<file path="src/logic/lane_map_pkg.sv">
// Constants and types shared by the lane sample mapper
package lane_map_pkg;

    // Link format codes, primary and alias values
    localparam logic [6:0] FMT_10 = 7'h0A;
    localparam logic [6:0] FMT_37 = 7'h25;
    localparam logic [6:0] FMT_11 = 7'h0B;
    localparam logic [6:0] FMT_47 = 7'h2F;
    localparam logic [6:0] FMT_12 = 7'h0C;
    localparam logic [6:0] FMT_53 = 7'h35;
    localparam logic [6:0] FMT_13 = 7'h0D;
    localparam logic [6:0] FMT_39 = 7'h27;
    localparam logic [6:0] FMT_56 = 7'h38;
    localparam logic [6:0] FMT_59 = 7'h3B;
    localparam logic [6:0] FMT_66 = 7'h42;
    localparam logic [6:0] FMT_68 = 7'h44;
    localparam logic [6:0] FMT_14 = 7'h0E;
    localparam logic [6:0] FMT_49 = 7'h31;
    localparam logic [6:0] FMT_57 = 7'h39;
    localparam logic [6:0] FMT_60 = 7'h3C;
    localparam logic [6:0] FMT_67 = 7'h43;
    localparam logic [6:0] FMT_15 = 7'h0F;
    localparam logic [6:0] FMT_55 = 7'h37;
    localparam logic [6:0] FMT_58 = 7'h3A;
    localparam logic [6:0] FMT_16 = 7'h10;
    localparam logic [6:0] FMT_19 = 7'h13;
    localparam logic [6:0] FMT_42 = 7'h2A;
    localparam logic [6:0] FMT_20 = 7'h14;
    localparam logic [6:0] FMT_43 = 7'h2B;
    localparam logic [6:0] FMT_21 = 7'h15;
    localparam logic [6:0] FMT_36 = 7'h24;
    localparam logic [6:0] FMT_22 = 7'h16;
    localparam logic [6:0] FMT_46 = 7'h2E;
    localparam logic [6:0] FMT_23 = 7'h17;
    localparam logic [6:0] FMT_38 = 7'h26;
    localparam logic [6:0] FMT_61 = 7'h3D;
    localparam logic [6:0] FMT_64 = 7'h40;
    localparam logic [6:0] FMT_69 = 7'h45;
    localparam logic [6:0] FMT_71 = 7'h47;

    // Widths
    localparam int FMT_W = 7;
    localparam int S15_W = 15;
    localparam int S12_W = 12;
    localparam int WORD_W = 16;
    localparam int LANE_W = 32;
    localparam int LANES = 8;
    localparam int QUAD = 4;
    localparam int RAW_N = 16;

    // Octets carried per lane per frame
    localparam logic [2:0] OCTETS_TWO = 3'h2;
    localparam logic [2:0] OCTETS_FOUR = 3'h4;

    // Lanes per side in each layout family
    localparam logic [2:0] CNT_1 = 3'h1;
    localparam logic [2:0] CNT_2 = 3'h2;
    localparam logic [2:0] CNT_4 = 3'h4;
    localparam logic [7:0] MASK_NONE = 8'h00;
    localparam logic [7:0] MASK_1 = 8'h01;
    localparam logic [7:0] MASK_2 = 8'h03;
    localparam logic [7:0] MASK_4 = 8'h0F;
    localparam logic [7:0] MASK_6 = 8'h3F;
    localparam logic [7:0] MASK_8 = 8'hFF;

    // Lane placement families
    typedef enum logic [2:0] {
        LAY_NONE,
        LAY_DUAL_SPLIT,
        LAY_DUAL_ONE,
        LAY_SINGLE,
        LAY_PACK_SINGLE,
        LAY_PACK_DUAL
    } layout_e;

endpackage

</file>
<file path="src/logic/jesd_lane_sample_mapper.sv">
// Transport mapper placing converter samples on side A and side B lanes
`timescale 1ns/10ps
module jesd_lane_sample_mapper
    import lane_map_pkg::*;
(
    // Clock and reset
    input wire logic mclk,
    input wire logic reset_n,
    // Format selection and frame strobe
    input wire logic [FMT_W-1:0] link_format_select,
    input wire logic frameValid,
    // Dual channel 15-bit samples and flags
    input wire logic [S15_W-1:0] chan_a_inphase [QUAD],
    input wire logic [S15_W-1:0] chan_a_quadrature [QUAD],
    input wire logic [S15_W-1:0] chan_b_inphase [QUAD],
    input wire logic [S15_W-1:0] chan_b_quadrature [QUAD],
    input wire logic [QUAD-1:0] chan_a_i_flag,
    input wire logic [QUAD-1:0] chan_a_q_flag,
    input wire logic [QUAD-1:0] chan_b_i_flag,
    input wire logic [QUAD-1:0] chan_b_q_flag,
    // Single channel 15-bit samples and flags
    input wire logic [S15_W-1:0] singleInphase [QUAD],
    input wire logic [S15_W-1:0] singleQuadrature [QUAD],
    input wire logic [QUAD-1:0] single_i_flag,
    input wire logic [QUAD-1:0] single_q_flag,
    // Bypass 12-bit samples
    input wire logic [S12_W-1:0] rawSample [RAW_N],
    // Lane data, octet 0 in bits 31:24
    output logic [LANE_W-1:0] side_a_lane [LANES],
    output logic [LANE_W-1:0] side_b_lane [LANES],
    // Frame status
    output logic laneValid,
    output logic [LANES-1:0] sideAActive,
    output logic [LANES-1:0] sideBActive,
    output logic [2:0] octetsPerFrame,
    output logic formatError
);

    // Builds a 16-bit lane word from a sample and its flag
    function automatic logic [WORD_W-1:0] flagWord(input logic [S15_W-1:0] s, input logic f);
        flagWord = {s, f};
    endfunction

    layout_e layoutSel;
    logic [2:0] laneCount;
    logic [7:0] maskSel;
    logic [2:0] octetSel;
    logic [LANE_W-1:0] sideANext [LANES];
    logic [LANE_W-1:0] sideBNext [LANES];
    logic [LANE_W-1:0] sideAReg [LANES];
    logic [LANE_W-1:0] sideBReg [LANES];
    logic laneValidReg;
    logic [LANES-1:0] sideAActiveReg;
    logic [LANES-1:0] sideBActiveReg;
    logic [2:0] octetsReg;
    logic formatErrorReg;
    logic packDual;
    logic [3:0][S12_W-1:0] packIn [4];
    logic [2:0][WORD_W-1:0] packOut [4];

    // Format decode into a placement family and lane count
    always_comb begin
        layoutSel = LAY_NONE;
        laneCount = CNT_1;
        case (link_format_select)
            FMT_10, FMT_37, FMT_14, FMT_49, FMT_57, FMT_60, FMT_67: begin
                layoutSel = LAY_DUAL_SPLIT;
                laneCount = CNT_1;
            end
            FMT_11, FMT_47, FMT_15, FMT_55, FMT_58: begin
                layoutSel = LAY_DUAL_SPLIT;
                laneCount = CNT_2;
            end
            FMT_12, FMT_53, FMT_16: begin
                layoutSel = LAY_DUAL_SPLIT;
                laneCount = CNT_4;
            end
            FMT_13, FMT_39, FMT_56, FMT_59, FMT_66, FMT_68: begin
                layoutSel = LAY_DUAL_ONE;
            end
            FMT_19, FMT_42: begin
                layoutSel = LAY_PACK_SINGLE;
            end
            FMT_20, FMT_43: begin
                layoutSel = LAY_PACK_DUAL;
            end
            FMT_21, FMT_36: begin
                layoutSel = LAY_SINGLE;
                laneCount = CNT_2;
            end
            FMT_22, FMT_46: begin
                layoutSel = LAY_SINGLE;
                laneCount = CNT_4;
            end
            FMT_23, FMT_38, FMT_61, FMT_64, FMT_69, FMT_71: begin
                layoutSel = LAY_SINGLE;
                laneCount = CNT_1;
            end
            default: begin
                layoutSel = LAY_NONE;
                laneCount = CNT_1;
            end
        endcase
    end

    // Active lanes per side and octets per lane
    assign maskSel = (layoutSel == LAY_DUAL_SPLIT && laneCount == CNT_1) ? MASK_2 :
                     (layoutSel == LAY_DUAL_SPLIT && laneCount == CNT_2) ? MASK_4 :
                     (layoutSel == LAY_DUAL_SPLIT) ? MASK_8 :
                     (layoutSel == LAY_DUAL_ONE) ? MASK_1 :
                     (layoutSel == LAY_SINGLE && laneCount == CNT_1) ? MASK_1 :
                     (layoutSel == LAY_SINGLE && laneCount == CNT_2) ? MASK_2 :
                     (layoutSel == LAY_SINGLE) ? MASK_4 :
                     (layoutSel == LAY_NONE) ? MASK_NONE : MASK_6;
    assign octetSel = (layoutSel == LAY_DUAL_ONE) ? OCTETS_FOUR : OCTETS_TWO;
    assign packDual = (layoutSel == LAY_PACK_DUAL);

    // Sample groups for the four packers: g0 side A low, g1 side A high, g2 side B low, g3 side B high
    for (genvar g = 0; g < 4; g++) begin : gPack
        for (genvar j = 0; j < 4; j++) begin : gSel
            // Single: even samples on side A, odd on side B; dual: A in 0..7, B in 8..15
            assign packIn[g][j] = packDual ? rawSample[8 * (g / 2) + 4 * (g % 2) + j] :
                                  rawSample[8 * (g % 2) + 2 * j + (g / 2)];
        end
        pack_twelve uPack (
            .samples(packIn[g]),
            .laneWords(packOut[g])
        );
    end

    // Lane word placement
    always_comb begin
        for (int k = 0; k < LANES; k++) begin
            sideANext[k] = '0;
            sideBNext[k] = '0;
        end
        case (layoutSel)
            LAY_DUAL_SPLIT: begin
                // In-phase on the first half of the lanes, quadrature on the second half
                for (int k = 0; k < QUAD; k++) begin
                    if (k < int'(laneCount)) begin
                        sideANext[k] = {flagWord(chan_a_inphase[k], chan_a_i_flag[k]), 16'h0000};
                        sideANext[k + int'(laneCount)] =
                            {flagWord(chan_a_quadrature[k], chan_a_q_flag[k]), 16'h0000};
                        sideBNext[k] = {flagWord(chan_b_inphase[k], chan_b_i_flag[k]), 16'h0000};
                        sideBNext[k + int'(laneCount)] =
                            {flagWord(chan_b_quadrature[k], chan_b_q_flag[k]), 16'h0000};
                    end
                end
            end
            LAY_DUAL_ONE: begin
                sideANext[0] = {flagWord(chan_a_inphase[0], chan_a_i_flag[0]),
                                flagWord(chan_a_quadrature[0], chan_a_q_flag[0])};
                sideBNext[0] = {flagWord(chan_b_inphase[0], chan_b_i_flag[0]),
                                flagWord(chan_b_quadrature[0], chan_b_q_flag[0])};
            end
            LAY_SINGLE: begin
                for (int k = 0; k < QUAD; k++) begin
                    if (k < int'(laneCount)) begin
                        sideANext[k] = {flagWord(singleInphase[k], single_i_flag[k]), 16'h0000};
                        sideBNext[k] = {flagWord(singleQuadrature[k], single_q_flag[k]), 16'h0000};
                    end
                end
            end
            LAY_PACK_SINGLE, LAY_PACK_DUAL: begin
                for (int k = 0; k < 3; k++) begin
                    sideANext[k] = {packOut[0][k], 16'h0000};
                    sideANext[k + 3] = {packOut[1][k], 16'h0000};
                    sideBNext[k] = {packOut[2][k], 16'h0000};
                    sideBNext[k + 3] = {packOut[3][k], 16'h0000};
                end
            end
            default: begin
                for (int k = 0; k < LANES; k++) begin
                    sideANext[k] = '0;
                    sideBNext[k] = '0;
                end
            end
        endcase
    end

    // Output registers, loaded in each cycle with the frame strobe high; laneValid is loaded every cycle
    always_ff @(posedge mclk) begin
        if (!reset_n) begin
            for (int k = 0; k < LANES; k++) begin
                sideAReg[k] <= '0;
                sideBReg[k] <= '0;
            end
            laneValidReg <= 1'b0;
            sideAActiveReg <= MASK_NONE;
            sideBActiveReg <= MASK_NONE;
            octetsReg <= OCTETS_TWO;
            formatErrorReg <= 1'b0;
        end else begin
            laneValidReg <= frameValid && (layoutSel != LAY_NONE);
            if (frameValid) begin
                for (int k = 0; k < LANES; k++) begin
                    sideAReg[k] <= sideANext[k];
                    sideBReg[k] <= sideBNext[k];
                end
                sideAActiveReg <= maskSel;
                sideBActiveReg <= maskSel;
                octetsReg <= octetSel;
                formatErrorReg <= (layoutSel == LAY_NONE);
            end
        end
    end

    for (genvar k = 0; k < LANES; k++) begin : gOut
        assign side_a_lane[k] = sideAReg[k];
        assign side_b_lane[k] = sideBReg[k];
    end
    assign laneValid = laneValidReg;
    assign sideAActive = sideAActiveReg;
    assign sideBActive = sideBActiveReg;
    assign octetsPerFrame = octetsReg;
    assign formatError = formatErrorReg;
endmodule

</file>
<file path="src/logic/pack_twelve.sv">
// Packs four 12-bit samples back to back into three 16-bit lane words
`timescale 1ns/10ps
module pack_twelve
    import lane_map_pkg::*;
(
    // Samples, index 0 earliest
    input wire logic [3:0][S12_W-1:0] samples,
    // Lane words, index 0 first lane of the group
    output logic [2:0][WORD_W-1:0] laneWords
);

    assign laneWords[0] = {samples[0], samples[1][11:8]};
    assign laneWords[1] = {samples[1][7:0], samples[2][11:4]};
    assign laneWords[2] = {samples[2][3:0], samples[3]};

endmodule
</file>
<file path="config.mk">
export PLATFORM = sky130hd
export DESIGN_NAME = jesd_lane_sample_mapper
export DESIGN_NICKNAME = d
export VERILOG_FILES = /design/src/logic/lane_map_pkg.sv /design/src/logic/jesd_lane_sample_mapper.sv /design/src/logic/pack_twelve.sv
export SDC_FILE = /design/constraint.sdc
export NUM_CORES = 1
export LEC_CHECK = 0
export BUFFER_PORTS_ARGS = -buffer_cell sky130_fd_sc_hd__clkbuf_2
export CAP_MARGIN = 25
export CORE_AREA = 2 2 435 437
export DETAILED_ROUTE_END_ITERATION = 7
export DIE_AREA = 0 0 437 439
export PLACE_DENSITY = 0.3
export SKIP_LAST_GASP = 1
export SLEW_MARGIN = 10
export SYNTH_ARGS = -nofsm -noshare
export SYNTH_HDL_FRONTEND = slang
export SYNTH_SLANG_ARGS = --single-unit
</file>
<file path="constraint.sdc">
create_clock -name mclk -period 11.2 [get_ports mclk]
set_input_delay 2.24 -clock mclk [delete_from_list [all_inputs] [get_ports mclk]]
set_output_delay 2.24 -clock mclk [all_outputs]
set_load 0.02 [all_outputs]
</file>
==> PnR_summary.wiki <==
{| class="wikitable"
! Metric !! Value
|-
| CTS hold repair buffers || 0
|-
| Signal arrival time at the worst endpoint || 6.01 ns
|-
| Number of max-cap violations || 0
|-
| Library cell used as clock root buffer || clkbuf_16
|-
| First-pass GRT wire length || 177 mm
|-
| Number of primary I/O pins || 1,119
|-
| Clock share of power || 43.7%
|-
| Classification of the worst setup path || input pin to flop
|-
| Detailed-route via count || 17,491
|-
| Headroom to the max-slew limit || 21.7%
|-
| DR pass1 iterations || 8
|-
| Worst hold slack after final layout || 0.443 ns
|-
| H-tree levels || 2
|-
| Result of the run || finished, violations left
|-
| Kind of capture point of the worst setup path || flop
|-
| Mapped cell area || 17,200 µm²
|-
| Gr usage total || 14.0%
|-
| Detailed router's first-iteration violation count || 1,878
|-
| Area growth from synthesis to final layout || 46.5%
|-
| Critical path startpoint category || input pin
|-
| Net switching component of the power || 1.16 mW
|-
| Number of setup violations in the final report || 0
|-
| Slew at the pin closest to its max-slew limit || 1.18 ns
|-
| Critical-path top delay cell || buf_4
|-
| Violated checks || design-rule violations
|-
| Mean Syn Cell Area || 10.8 µm²
|-
| Fraction of synthesis flops using an asynchronous set or reset pin || 0%
|-
| Length in cells of the worst reg-to-reg path || 2
|-
| EDFF count, synth || 288
|-
| Worst min path class || flop to flop
|-
| Minimum period implied by the final worst setup slack || 5.54 ns
|-
| Share of the yosys chip area belonging to registers || 51.3%
|-
| Largest net degree at the start of global routing || 114
|-
| Fraction of synthesized area in multiplexers || 2.09%
|-
| Cell count after synthesis || 1,589
|-
| Critical path's most frequent cell || buf_4
|-
| Sequential cell fraction of total power || 37.2%
|-
| Highest ir drop seen on vdd || 0.000108 V
|-
| Part of the total power dissipated in combinational logic || 19.0%
|-
| Worst clock skew on the final layout || 0 ns
|-
| Filler Cells Inserted || 21,549
|-
| Worst-path maximum fanout || 68
|-
| Buffers inserted by post-CTS timing repair || 0
|-
| WP buf/inv || 3
|-
| Clock sinks || 297
|-
| Number of global-route vias before repair || 16,588
|-
| Final HPWL DP || 111 mm
|-
| Sw Ratio || 33.2%
|-
| Crit Reg-Reg Startpoint || sideBActive[3]
|-
| Final weighted congestion in routability-driven placement || 0.902
|-
| CTS tree || done
|-
| PD cells || 139 nW/µm²
|-
| Die area || 192,000 µm²
|-
| Hold violation total from the final report || 0
|-
| Remaining antenna violation count after routing || 0
|-
| Sum of negative setup slack || 0 ns
|-
| Overall die width || 437 µm
|-
| CP Data Required Time || 11.68 ns
|-
| Count of different cell masters after synthesis || 58
|-
| Peak per-stage delay on the critical path || 0.77 ns
|-
| Remaining DRCs || 18
|-
| Internal power of the cells || 2.34 mW
|-
| Flop-to-flop setup slack || 10.33 ns
|-
| Family with the most delay on the worst path || buffers and inverters
|-
| Residual overflow from global routing || 0
|-
| Endpoint, Worst Hold || octetsPerFrame[1]
|-
| Post-layout net count || 2,988
|-
| Max Root-Sink Buffers || 3
|-
| Post-synthesis simple-gate area fraction || 10.2%
|-
| Number of buffers created by CTS || 48
|-
| Clk pin slew, worst setup/hold paths || 0.05 ns
|-
| Cell row count || 159
|-
| Core Box Area || 187,000 µm²
|-
| Initial core utilization || 9.21%
|-
| Floorplan die height || 439 µm
|-
| Leakage power of the design || 10.4 nW
|-
| Fraction of the cycle the final worst path needs || 49.4%
|-
| Fraction of layout cells with a size suffix above 1 || 43.6%
|-
| Critical path cell sequence || clkbuf_2, or3b_1, or3_1, a31oi_4, buf_4, or4_4, buf_4, o21ai_0, a21o_1, a21oi_1
|-
| Adder-cell share of the synthesized area || 0%
|-
| Synth Register Bits || 297
|-
| Average wire length per cell after detail routing || 28.8 µm
|-
| Synthesized-area fraction occupied by xor and xnor cells || 0.0509%
|-
| Primary FF master, synth || edfxtp_1
|-
| Cell depth of the worst hold path || 2
|-
| Highest achievable clock rate || 181 MHz
|-
| Cts repair resizes || 0
|-
| Dominant combinational cell family by area after synthesis || compound AO/OA/AOI/OAI gates
|-
| Start point of the worst min-delay path || octetsPerFrame[1]
|-
| Count of warnings emitted by yosys || 0
|-
| Number of antenna violations at the first check in global routing || 64
|-
| Post-synthesis compound-gate area fraction || 22.0%
|-
| Setup repair after global routing missed its margin || no
|-
| Endpoint of the most critical register-to-register path || sideBActive[3]
|-
| Input/output buffers || 893
|-
| Clk Latency, worst-skew pair || 0.63 ns
|-
| Average vias per placed instance || 3.53
|-
| Post-Route WL || 143 mm
|-
| Final Slew Violations || 0
|}
[registers in the layout, summed over array words and instances (netlist names)]
signal and flops:
octetsPerFrame 2, sideAReg 144, formatError 1, sideBReg 144, laneValid 1, sideBActive 5
[metal layers]
layer	vias up	routed length, µm	GRT usage (%)
met5	-	269	0
met4	42	3570	4.43
met3	173	10800	3.84
met2	1016	74000	25.3
met1	8861	53800	15.9
li1	7399	-	-
[power by group through the flow]
| stage | Sequential (mW) | Clock [mW] | Combinational (mW) |
|---|---|---|---|
| CTS | 1.31 | 1.60 | 0.683 |
| detailed placement | 1.33 | 0 | 0.681 |
| global route | 1.31 | 1.63 | 0.703 |
| floorplan | 1.42 | 0 | 0.277 |
| global placement | 1.33 | 0 | 0.686 |
| finish | 1.31 | 1.53 | 0.667 |
[cell usage in the layout (no fill, tap or decap), types with 48 or more instances in the layout]
cell type	n
nand3_1	73
a222oi_1	142
clkbuf_16	48
o21ai_0	82
conb_1	225
a21o_1	78
a22oi_1	58
clkbuf_2	893
a21oi_1	125
nand2_1	62
nor2_1	65
edfxtp_1	288
and3_1	64
[tightest hold or removal path, cell delays in order (launching register included)]
cell	delay, ns
dfxtp_1	0.30
inv_1	0.04
a21oi_1	0.05
[logic make-up (layout without fill, tap and decap cells)]
group / count (synthesis) / in the layout
AO/OA/AOI/OAI: 520 / 520
buffers and inverters: 399 / 1026
AND/OR/NAND/NOR: 339 / 339
flip-flops: 297 / 297
multiplexers: 32 / 32
other: 1 / 243
XOR/XNOR: 1 / 1
[stage by stage]
| stage | std cells | util [%] | instance area (µm²) | worst slack, ns | power [mW] |
|---|---|---|---|---|---|
| after CTS | 4935 | 13.5 | 25200 | 5.69 | 3.59 |
| after detailed placement | 4847 | 12.7 | 23700 | 4.97 | 2.01 |
| final | 4953 | 13.5 | 25200 | 5.66 | 3.51 |
| after global placement | 4847 | 12.7 | 23700 | 4.96 | 2.02 |
| after floorplan | 1813 | - | 18100 | 2.61 | 1.70 |
| after global routing | 4944 | 13.5 | 25200 | 5.52 | 3.64 |
[worst max path at each step]
stage	startpoint	to	depth (start not counted)
5_1_grt	link_format_select[3]	sideBReg[0][94]	10
2_1_floorplan	reset_n	sideAReg[0][0]	3
3_3_place_gp	link_format_select[3]	sideBReg[0][94]	10
4_1_cts	link_format_select[0]	sideAReg[0][59]	11
3_5_place_dp	link_format_select[3]	sideBReg[0][94]	10
6_report	link_format_select[3]	sideBReg[0][94]	10
[synth_stat cells (all sizes together), types with 2 or more instances]
cell type | instances | share of area (%)
edfxtp | 288 | 50
buf | 273 | 12
a222oi | 142 | 8.3
a21oi | 139 | 4.3
clkbuf | 117 | 2.5
o21ai | 85 | 2.5
a21o | 79 | 3.4
nand3 | 73 | 2.1
nor2 | 68 | 1.5
and3 | 64 | 2.3
nand2 | 64 | 1.4
a22oi | 58 | 2.5
and2 | 33 | 1.2
mux2 | 32 | 2.1
dfxtp | 9 | 1.0
inv | 9 | 0.20
nor2b | 6 | 0.22
nand2b | 4 | 0.15
a31oi | 3 | 0.20
nor3 | 3 | 0.087
nor4 | 3 | 0.15
nor4bb | 3 | 0.17
or3 | 3 | 0.11
a2111oi | 2 | 0.14
nand3b | 2 | 0.087
nor4b | 2 | 0.14
o211ai | 2 | 0.12
o31ai | 2 | 0.17
or3b | 2 | 0.10
or4b | 2 | 0.12
[final cells by class]
| class | instances | area [µm²] | area share, % |
|---|---|---|---|
| clock inverters | 30 | 279 | 1.11 |
| well taps | 2495 | 3120 | 12.4 |
| clock buffers | 58 | 1250 | 4.95 |
| repair buffers | 929 | 4760 | 18.9 |
| diodes | 18 | 45.0 | 0.179 |
| inverters | 9 | 41.3 | 0.164 |
| multi-input cells | 1117 | 6900 | 27.4 |
| flip-flops and latches | 297 | 8830 | 35.0 |
Power figures use the tool's default switching activity.
